--- src/hdl/anm_pkg.sv ---
// Constants for the auto-negotiation next page message formatter.
// Assumes a single clock domain and 16-bit link code words.
package anm_pkg;
    // ==========================================================
    // Code word layout
    localparam int WORD_W = 16;
    localparam int CODE_W = 11;
    localparam int SEL_W = 5;
    localparam int POS_NEXT_PAGE = 15;
    localparam int POS_MESSAGE = 13;
    localparam int POS_TOGGLE = 11;
    // ==========================================================
    // Selector values (only the Ethernet one is allocated here)
    localparam logic [4:0] SEL_ETHERNET = 5'h01;
    // ==========================================================
    // Message codes
    localparam logic [10:0] MSG_NULL = 11'h001;
    localparam logic [10:0] MSG_REMOTE_FAULT = 11'h004;
    localparam logic [10:0] MSG_ORG_ID = 11'h005;
    localparam logic [10:0] MSG_PHY_ID = 11'h006;
    localparam logic [10:0] MSG_RESV_ZERO = 11'h000;
    localparam logic [10:0] MSG_RESV_ONES = 11'h7ff;
    // Highest message code treated as allocated
    localparam logic [10:0] MSG_MAX_ALLOC = 11'h00a;
    // ==========================================================
    // Technology priority table (Ethernet selector), highest first
    localparam int TECH_N = 5;
    localparam logic [2:0] TECH_NONE = 3'h7;
    // ==========================================================
    // Formatter states
    typedef enum logic [2:0] {
        ST_IDLE = 3'b000,
        ST_MSG = 3'b001,
        ST_UNF = 3'b010,
        ST_NULL = 3'b011
    } anm_state_t;
endpackage

--- src/hdl/anm_tech_resolve.sv ---
// Priority resolution of common technologies under the Ethernet selector.
// Assumes ability bits ordered as in the base page technology field.
module anm_tech_resolve (
    // Abilities
    input wire logic [4:0] localAbility,
    input wire logic [4:0] partnerAbility,
    // Result
    output logic [2:0] bestTech,
    output logic bestValid
);
    // ==========================================================
    // Fixed order: index 4 is highest; inserting a technology shifts lower ones down
    logic [4:0] common;
    always_comb begin
        common = localAbility & partnerAbility;
        bestTech = anm_pkg::TECH_NONE;
        bestValid = 1'b0;
        for (int i = 0; i < anm_pkg::TECH_N; i++) begin
            if (common[i]) begin // Later (higher) index overrides
                bestTech = 3'(i);
                bestValid = 1'b1;
            end
        end
    end
endmodule

--- src/hdl/anm_formatter.sv ---
// Auto-negotiation base page and next page message formatter and checker.
// Assumes the page exchange machine pulses pageAck per accepted page.
module anm_formatter (
    // Clock and reset
    input wire logic clk,
    input wire logic rst,
    // Base page request
    input wire logic [4:0] baseSelector,
    input wire logic [10:0] baseAbility,
    output logic baseSelectorOk,
    output logic [15:0] basePage,
    // Message request
    input wire logic msgReq,
    input wire logic [10:0] msgCode,
    input wire logic [10:0] faultCode,
    input wire logic [23:0] orgId,
    input wire logic [31:0] phyId,
    input wire logic [8:0] userCodeLow,
    input wire logic [10:0] userCodeExtra,
    input wire logic userCodeBit,
    input wire logic moreAfter,
    output logic msgReady,
    output logic msgRejected,
    // Exchange status
    input wire logic partnerPending,
    input wire logic pageAck,
    // Transmit page
    output logic txValid,
    output logic [15:0] txPage,
    // Receive check
    input wire logic [15:0] rxPage,
    input wire logic rxValid,
    output logic rxBadCode,
    output logic [1:0] rxUnfExpect,
    // Technology resolution
    input wire logic [4:0] localTech,
    input wire logic [4:0] partnerTech,
    output logic [2:0] bestTech,
    output logic bestValid
);
    // ==========================================================
    // Code checks
    function automatic logic selOk(input logic [4:0] s);
        selOk = (s == anm_pkg::SEL_ETHERNET); // Others reserved
    endfunction

    function automatic logic codeOk(input logic [10:0] c);
        codeOk = (c != anm_pkg::MSG_RESV_ZERO)
            && (c != anm_pkg::MSG_RESV_ONES)
            && (c <= anm_pkg::MSG_MAX_ALLOC);
    endfunction

    // Number of unformatted pages a message code implies
    function automatic logic [2:0] unfCount(input logic [10:0] c);
        unique case (c)
            anm_pkg::MSG_REMOTE_FAULT: unfCount = 3'h1;
            anm_pkg::MSG_ORG_ID: unfCount = 3'h4;
            anm_pkg::MSG_PHY_ID: unfCount = 3'h4;
            default: unfCount = 3'h0;
        endcase
    endfunction

    // ==========================================================
    // Base page: selector gated so a reserved value never goes out
    always_comb begin
        baseSelectorOk = selOk(baseSelector); // Selector names the base message
        basePage = {baseAbility, baseSelectorOk ? baseSelector : anm_pkg::SEL_ETHERNET};
    end

    // ==========================================================
    // Transmit sequencer
    anm_pkg::anm_state_t state_q, state_d;
    logic [10:0] code_q, code_d;
    logic [2:0] left_q, left_d;
    logic [2:0] idx_q, idx_d;
    logic [15:0] page_q, page_d;
    logic more_q, more_d;
    logic toggle_q, toggle_d;
    logic rej_q, rej_d;
    logic [10:0] fault_q, fault_d;
    logic [23:0] org_q, org_d;
    logic [31:0] phy_q, phy_d;
    logic [8:0] ulow_q, ulow_d;
    logic [10:0] uext_q, uext_d;
    logic ubit_q, ubit_d;

    // Unformatted field for the current page of the held message
    function automatic logic [10:0] unfField(input logic [10:0] c, input logic [2:0] i,
            input logic [10:0] f, input logic [23:0] o, input logic [31:0] p,
            input logic [8:0] ul, input logic [10:0] ux, input logic ub);
        unfField = ux;
        if (c == anm_pkg::MSG_REMOTE_FAULT) begin
            unfField = f;
        end else if (c == anm_pkg::MSG_ORG_ID) begin
            unique case (i)
                3'h0: unfField = o[23:13];
                3'h1: unfField = o[12:2];
                3'h2: unfField = {o[1:0], ul};
                default: unfField = ux;
            endcase
        end else if (c == anm_pkg::MSG_PHY_ID) begin
            unique case (i)
                3'h0: unfField = p[31:21]; // Register 2 bits 15:5
                3'h1: unfField = {p[20:16], p[15:10]};
                3'h2: unfField = {p[9:0], ub};
                default: unfField = ux;
            endcase
        end
    endfunction

    function automatic logic [15:0] mkPage(input logic more, input logic msg,
            input logic tog, input logic [10:0] field);
        mkPage = {more, 1'b0, msg, 1'b0, tog, field};
    endfunction

    // Next state; a new message is taken only from idle, so pages never interleave
    always_comb begin
        state_d = state_q;
        code_d = code_q;
        left_d = left_q;
        idx_d = idx_q;
        page_d = page_q;
        more_d = more_q;
        toggle_d = toggle_q;
        rej_d = 1'b0;
        fault_d = fault_q;
        org_d = org_q;
        phy_d = phy_q;
        ulow_d = ulow_q;
        uext_d = uext_q;
        ubit_d = ubit_q;
        unique case (state_q)
            anm_pkg::ST_IDLE: begin
                if (msgReq && !codeOk(msgCode)) begin
                    rej_d = 1'b1;
                end else if (msgReq) begin
                    code_d = msgCode;
                    left_d = unfCount(msgCode);
                    idx_d = 3'h0;
                    more_d = moreAfter;
                    fault_d = faultCode;
                    org_d = orgId;
                    phy_d = phyId;
                    ulow_d = userCodeLow;
                    uext_d = userCodeExtra;
                    ubit_d = userCodeBit;
                    page_d = mkPage((unfCount(msgCode) != 3'h0) || moreAfter, 1'b1,
                        toggle_q, msgCode);
                    state_d = anm_pkg::ST_MSG;
                end else if (partnerPending) begin
                    page_d = mkPage(1'b0, 1'b1, toggle_q, anm_pkg::MSG_NULL);
                    state_d = anm_pkg::ST_NULL;
                end
            end
            anm_pkg::ST_MSG, anm_pkg::ST_UNF: begin
                if (pageAck) begin // Advance strictly on acknowledge
                    toggle_d = !toggle_q;
                    if (left_q == 3'h0) begin
                        state_d = anm_pkg::ST_IDLE;
                    end else begin
                        page_d = mkPage((left_q != 3'h1) || more_q, 1'b0, !toggle_q,
                            unfField(code_q, idx_q, fault_q, org_q, phy_q, ulow_q,
                                uext_q, ubit_q));
                        left_d = left_q - 3'h1;
                        idx_d = idx_q + 3'h1;
                        state_d = anm_pkg::ST_UNF;
                    end
                end
            end
            anm_pkg::ST_NULL: begin
                if (pageAck) begin
                    toggle_d = !toggle_q;
                    state_d = anm_pkg::ST_IDLE;
                end
            end
            default: state_d = anm_pkg::ST_IDLE;
        endcase
    end

    // Sequencer registers
    always_ff @(posedge clk or posedge rst) begin
        if (rst) begin
            state_q <= anm_pkg::ST_IDLE;
            code_q <= 11'h000;
            left_q <= 3'h0;
            idx_q <= 3'h0;
            page_q <= 16'h0000;
            more_q <= 1'b0;
            toggle_q <= 1'b0;
            rej_q <= 1'b0;
            fault_q <= 11'h000;
            org_q <= 24'h000000;
            phy_q <= 32'h00000000;
            ulow_q <= 9'h000;
            uext_q <= 11'h000;
            ubit_q <= 1'b0;
        end else begin
            state_q <= state_d;
            code_q <= code_d;
            left_q <= left_d;
            idx_q <= idx_d;
            page_q <= page_d;
            more_q <= more_d;
            toggle_q <= toggle_d;
            rej_q <= rej_d;
            fault_q <= fault_d;
            org_q <= org_d;
            phy_q <= phy_d;
            ulow_q <= ulow_d;
            uext_q <= uext_d;
            ubit_q <= ubit_d;
        end
    end

    // Transmit outputs
    always_comb begin
        msgReady = (state_q == anm_pkg::ST_IDLE);
        txValid = (state_q != anm_pkg::ST_IDLE);
        txPage = page_q;
        msgRejected = rej_q;
    end

    // ==========================================================
    // Receive check: flag reserved codes, track expected unformatted pages
    logic rxBad_q, rxBad_d;
    logic [2:0] rxLeft_q, rxLeft_d;
    always_comb begin
        rxBad_d = 1'b0;
        rxLeft_d = rxLeft_q;
        if (rxValid && rxPage[anm_pkg::POS_MESSAGE]) begin
            rxBad_d = !codeOk(rxPage[10:0]);
            rxLeft_d = unfCount(rxPage[10:0]); // Code sets how pages read
        end else if (rxValid && (rxLeft_q != 3'h0)) begin
            rxLeft_d = rxLeft_q - 3'h1;
        end
    end

    always_ff @(posedge clk or posedge rst) begin
        if (rst) begin
            rxBad_q <= 1'b0;
            rxLeft_q <= 3'h0;
        end else begin
            rxBad_q <= rxBad_d;
            rxLeft_q <= rxLeft_d;
        end
    end

    assign rxBadCode = rxBad_q;
    // Two-bit view saturates: four pending pages show as three
    assign rxUnfExpect = rxLeft_q[2] ? 2'h3 : rxLeft_q[1:0];

    // ==========================================================
    // Technology priority (combinational, one table)
    anm_tech_resolve u_resolve (
        .localAbility(localTech),
        .partnerAbility(partnerTech),
        .bestTech(bestTech),
        .bestValid(bestValid)
    );
endmodule

--- config.mk ---
export PLATFORM = sky130hd
export DESIGN_NAME = anm_formatter
export DESIGN_NICKNAME = d
export VERILOG_FILES = /design/src/hdl/anm_pkg.sv /design/src/hdl/anm_tech_resolve.sv /design/src/hdl/anm_formatter.sv
export SDC_FILE = /design/constraint.sdc
export NUM_CORES = 1
export LEC_CHECK = 0
export ABC_AREA = 1
export ABC_CLOCK_PERIOD_IN_PS = 12600
export BUFFER_PORTS_ARGS = -buffer_cell sky130_fd_sc_hd__buf_2
export CAP_MARGIN = 25
export CORE_MARGIN = 2
export CORE_UTILIZATION = 57
export DETAILED_ROUTE_END_ITERATION = 10
export PLACE_DENSITY = 0.86
export SETUP_SLACK_MARGIN = 0.15
export SLEW_MARGIN = 25
export SYNTH_ARGS = -nofsm -noshare
export SYNTH_HDL_FRONTEND = slang
export SYNTH_SLANG_ARGS = --single-unit
export TNS_END_PERCENT = 30
--- constraint.sdc ---
create_clock -name clk -period 12.6 [get_ports clk]
set_input_delay 2.52 -clock clk [delete_from_list [all_inputs] [get_ports clk]]
set_output_delay 2.52 -clock clk [all_outputs]
set_load 0.02 [all_outputs]
==> impl_metrics.ini, run 1 <==
[yosys]
synth_top_area_cell = dfrtp_1
ys_types = 34
synth-seq-cells = 128
ys_top_cells_by_count = 132 x nand2_1, 128 x dfrtp_1, 109 x inv_1
synthTopCellsByArea = dfrtp_1 46%, mux2_2 8.8%, nand3_1 7.2%, mux2_4 7.1%, nand2_1 7.1%
yosysTopAreaCellShare = 0.456
netlist_area_um2 = 7020
ys.warnings.count = 0
syn_area_per_cell_um2 = 8.93
synth_most_common_cell = nand2_1
synthesis.instances = 787
ys.flop_type = dfrtp_1
synth_edf_count = 0
async_flop_share = 1.00
ys_seq_area_frac = 0.456

[clock_tree]
clkTransAtPathRegs_ns = 0.05
hold_buffers = 0
cts_tree = done
htreeDepth = 4
cts-root-buf = clkbuf_16
cts_num_sinks = 128
clkLatencyLatePin_ns = 0.42
cts_made_buffers = 17
clockBufferDepth = 2
cts_setup_buffers = 0
post_cts_resized = 0

[sta]
grt_setup_unrepaired = no
hold_violations = 0
tns_ns = 0
clock_skew_ns = 0.00776
post-route-period-util = 0.448
fmax_ghz = 0.177
max_slew.worst_pin.slew_ns = 0.885
period_needed_ns = 5.64
maxSlewHeadroom = 0.410
setup_violations = 0
slew_violations = 0

[setup_path]
slowest_stage = buf_2
reg2reg_depth = 10
path_depth = 6
path_cells = buf_2 -> nand2_1 -> nand3_1 -> nand2_1 -> a21oi_1 -> buf_2
crit_fanout = 2
start_kind = input pin
end_kind = output port
path_delay_family = buffers and inverters
critical_path_class = in -> out
path_buf_inv = 2
arrival_ns = 3.12
max_stage_delay_ns = 0.19
worst_ep_required_time_ns = 10.08

[pwr]
vdd_drop_max_mv = 0.0950
p_leak_nw = 4.72
p_per_area_nw_per_um2 = 189

[outcome]
status = completed

[placement]
place_congestion = 0.942
dp_hpwl_um = 11500
portBuffers = 157

[cells_and_area]
fill_cells = 912
antenna_cells = 0
layout-drive-gt1-share = 0.314
utilization = 0.697
area_delta_synth_final_pct = 19.1
nNetsFinal = 1083

[grt]
grt_first_pass_wirelength_um = 26500
grt_pass1_vias = 5693
antenna_found_initial = 1
grt-ovfl-total = 0
grt_usage = 0.261
grt_max_degree = 79

[detailed_routing]
firstDrtPassIters = 6
antenna_left = 0
routed_via_density = 5.36
post-route-drc-count = 0
drt_wl_total_um = 16400
vias = 5800
wl_per_cell_um = 15.1
drtIter0Drc = 482

[floorplanning]
core-area_um2 = 12000
ios = 191
dieArea_um2 = 13200
rows = 40
initial_core_util = 0.585
die_h_um = 115
die_w_um = 115

[worst_hold_path]
hold_class = reg -> reg
hold_depth = 2

[run]
drv_cap = 0
power breakdown:
part	internal, mW	total [mW]	switching [mW]
combinational	0.181	0.548	0.368
clock	0.353	0.530	0.176
sequential	0.472	0.505	0.0332
total	1.01	1.58	0.577
per-stage QoR:
step | instances | instance area, um2 | power [mW] | hold slack (ns) | setup WS (ns)
after floorplan | 792 | 7040 | 0.909 | 0.436 | 6.67
after global placement | 1050 | 7720 | 1.03 | 0.449 | 6.98
after detailed placement | 1050 | 7720 | 1.04 | 0.453 | 6.92
after CTS | 1081 | 8350 | 1.58 | 0.468 | 6.92
final | 1082 | 8370 | 1.58 | 0.467 | 6.96
after global routing | 1082 | 8370 | 1.68 | 0.502 | 6.86
layout make-up:
type / count / area, um2 / share of cell area
Clock buffer: 20 / 447 / 0.0534
Clock inverter: 11 / 188 / 0.0224
Inverter: 112 / 424 / 0.0507
Multi-Input combinational cell: 503 / 3100 / 0.370
Sequential cell: 128 / 3200 / 0.383
Tap cell: 147 / 184 / 0.0220
Timing Repair Buffer: 161 / 823 / 0.0984
registers in the layout, summed over array words and instances (netlist names), 2 cells and up:
register  cells
phy_q        32
org_q        24
txPage       14
code_q       11
fault_q      11
uext_q       11
ulow_q        9
idx_q         3
left_q        3
rxLeft_q      3
state_q       2
metal layers:
metal,track usage,vias to the layer above,part of all wire
met2,0.431,254,0.50
li1,-,2781,-
met5,0,-,0.00043
met1,0.322,2717,0.40
met4,0.127,2,0.031
met3,0.0664,46,0.073
cells in the final DEF, fill, tap and decap left out, drive strengths merged, types with 4 or more instances in the layout:
cell and count:
a21oi 18, buf 161, bufinv 5, clkbuf 20, clkinv 4, conb 7, dfrtp 128, ha 12
inv 111, mux2 88, nand2 134, nand3 104, nand4 4, nor2 86, o21ai 35
path summary, 6_finish.rpt:
path	from	endpoint	slack, ns
worst max-delay path	localTech[1]	bestTech[0]	6.96
worst min-delay path	code_q[8]	code_q[8]	0.47
worst max register to register	idx_q[0]	txPage[1]	9.87
worst min register to register	code_q[8]	code_q[8]	0.47
max in group asynchronous	rst	uext_q[6]	9.00
min in group asynchronous	rst	rxLeft_q[1]	2.23
worst reg2reg max path: cells and delay by family, from the launching register on:
family                     cells  cell delay (ns)
AOI/OAI and AO/OA              3             0.65
DFF                            1             0.41
buffers and inverters          2             0.37
adders and majority gates      1             0.75
and+or+nand+nor                4             0.44
logic make-up (layout without fill, tap and decap cells):
logic type      count (synthesis)  in the layout  synth area share
xor+xnor                        3              3           0.00374
fa+ha+maj                      12             12            0.0214
flops                         128            128             0.456
mux                            88             88             0.159
other cells                     2              7           0.00107
buf+inv                       161            304             0.107
compound gates                 60             60            0.0458
simple gates                  333            333             0.207
Note: power is estimated with default switching activity, not from simulation.
==> run 2, diff against run 1 <==
--- a/config.mk
+++ b/config.mk
@@ -6,13 +6,13 @@
 export NUM_CORES = 1
 export LEC_CHECK = 0
 export ABC_AREA = 1
-export ABC_CLOCK_PERIOD_IN_PS = 12600
+export ABC_CLOCK_PERIOD_IN_PS = 5000
 export BUFFER_PORTS_ARGS = -buffer_cell sky130_fd_sc_hd__buf_2
 export CAP_MARGIN = 25
 export CORE_MARGIN = 2
-export CORE_UTILIZATION = 57
+export CORE_UTILIZATION = 48
 export DETAILED_ROUTE_END_ITERATION = 10
-export PLACE_DENSITY = 0.86
+export PLACE_DENSITY = 0.77
 export SETUP_SLACK_MARGIN = 0.15
 export SLEW_MARGIN = 25
 export SYNTH_ARGS = -nofsm -noshare
==> constraint.sdc (replaced) <==
create_clock -name clk -period 5 [get_ports clk]
set_input_delay 1 -clock clk [delete_from_list [all_inputs] [get_ports clk]]
set_output_delay 1 -clock clk [all_outputs]
set_load 0.02 [all_outputs]
==> run 2 against run 1 <==
  * Count of clock-buffer cells in the layout down 1
  * Sequential power rose to 2.5 times the previous value
  * Total power up 140%
  * Core utilization down 12 points
  * Hold slack worse by 0.0023 ns
  * Flip-flop and latch count unchanged
  * First-iteration DRC count down 16%
  * Cell area down 0.19%
  * Wire length down 0.95%
  * Non-clock buffer count up 1
  * Global-route usage down 4.7 points
  * Register-to-register slack worse by 7.7 ns
  * Critical endpoint is now txPage[2]
  * Highest routed layer is now met4
==> impl_metrics.ini, run 2 (synthesis results as in run 1) <==
[outcome]
status = completed

[cells_and_area]
area_delta_synth_final_pct = 18.9
mostFrequentLayoutCell = buf_2
layout-drive-gt1-share = 0.316
largest_register_ff_count = 32
utilization = 0.579
regMostFlops = phy_q
mostFrequentLayoutCells = 157 x buf_2, 132 x nand2_1, 128 x dfrtp_1
nNetsFinal = 1084

[detailed_routing]
firstDrtPassIters = 6
post-route-drc-count = 0
drtIter0Drc = 406
antenna_left = 0
wl_per_cell_um = 14.5
routed_via_density = 5.07
drt_wl_total_um = 16200
vias = 5693

[setup_path]
worst_ep_required_time_ns = 5.30
arrival_ns = 3.17
crit_fanout = 21
critical_path_class = reg -> reg
start_kind = flop
end_kind = flop

[clock_tree]
cts_tree = done
clkLatencyLatePin_ns = 0.42
cts_num_sinks = 128
cts_setup_buffers = 0
post_cts_resized = 0
cts_made_buffers = 17
hold_buffers = 0
htreeDepth = 4
cts-root-buf = clkbuf_16
clockBufferDepth = 2
clkTransAtPathRegs_ns = 0.06

[floorplanning]
initial_core_util = 0.487
dieArea_um2 = 15600
die_w_um = 125
core-area_um2 = 14400
ios = 191
die_h_um = 125
rows = 44

[sta]
hold_violations = 0
max_slew.worst_pin.slew_ns = 0.900
fmax_ghz = 0.349
tns_ns = 0
grt_setup_unrepaired = no
setup_violations = 0
post-route-period-util = 0.573
period_needed_ns = 2.87
maxSlewHeadroom = 0.400
clock_skew_ns = 0.0117
slew_violations = 0

[placement]
dp_hpwl_um = 11600
portBuffers = 157
place_congestion = 0.872

[grt]
grt-ovfl-total = 0
grt_first_pass_wirelength_um = 26600
grt_usage = 0.215
antenna_found_initial = 1
grt_max_degree = 64
grt_pass1_vias = 5518

[worst_hold_path]
hold_class = reg -> reg

[run]
drv_cap = 0

[pwr]
vdd_drop_max_mv = 0.249
p_per_area_nw_per_um2 = 452
p_leak_nw = 4.69
==> run 2: path summary, 6_finish.rpt <==
path	startpoint	endpoint	slack (ns)	cells past startpoint
setup / recovery	idx_q[0]	txPage[2]	2.13	9
hold / removal	code_q[10]	code_q[10]	0.47	2
setup reg to reg	idx_q[0]	txPage[2]	2.13	9
hold reg to reg	code_q[10]	code_q[10]	0.47	2
max in group asynchronous	rst	code_q[5]	3.32	3
min in group asynchronous	rst	state_q[0]	0.71	2
==> run 2: power breakdown <==
group | switching (mW) | internal, mW
clock | 0.458 | 0.694
combinational | 0.912 | 0.444
sequential | 0.0811 | 1.19
total | 1.45 | 2.33
==> run 2: critical path: stages, from the launching register on <==
cell,delay (ns)
dfrtp_1,0.40
inv_1,0.12
ha_1,0.77
o21ai_1,0.49
a21oi_2,0.48
nand3_1,0.16
nand3_1,0.11
nand2_1,0.08
nand2_1,0.07
a21oi_1,0.06
==> run 2: routing by layer <==
layer / track usage / wire [um] / vias to the layer above
met5: 0 / 0 / -
met4: 0.0889 / 323 / 0
met3: 0.0454 / 1070 / 29
met2: 0.368 / 8000 / 207
met1: 0.265 / 6830 / 2667
li1: - / - / 2790
==> run 2: cell type report <==
cell class | instances | area (um2)
Clock buffer | 19 | 443
Inverter | 112 | 424
Tap cell | 184 | 230
Clock inverter | 13 | 116
Sequential cell | 128 | 3200
Fill cell | 1283 | 6070
Timing Repair Buffer | 162 | 836
Multi-Input combinational cell | 503 | 3100
Antenna cell | 1 | 2.50
==> run 2: metrics by stage <==
| step | worst slack, ns | std cells | hold WS (ns) | total power [mW] | area [um2] |
|---|---|---|---|---|---|
| after floorplan | 0.587 | 792 | 0.436 | 2.29 | 7040 |
| after detailed placement | 2.00 | 1089 | 0.453 | 2.63 | 7790 |
| final | 2.13 | 1122 | 0.465 | 3.78 | 8350 |
| after global routing | 1.82 | 1122 | 0.498 | 4.04 | 8350 |
| after global placement | 2.03 | 1089 | 0.449 | 2.60 | 7790 |
| after CTS | 2.16 | 1121 | 0.468 | 3.80 | 8350 |
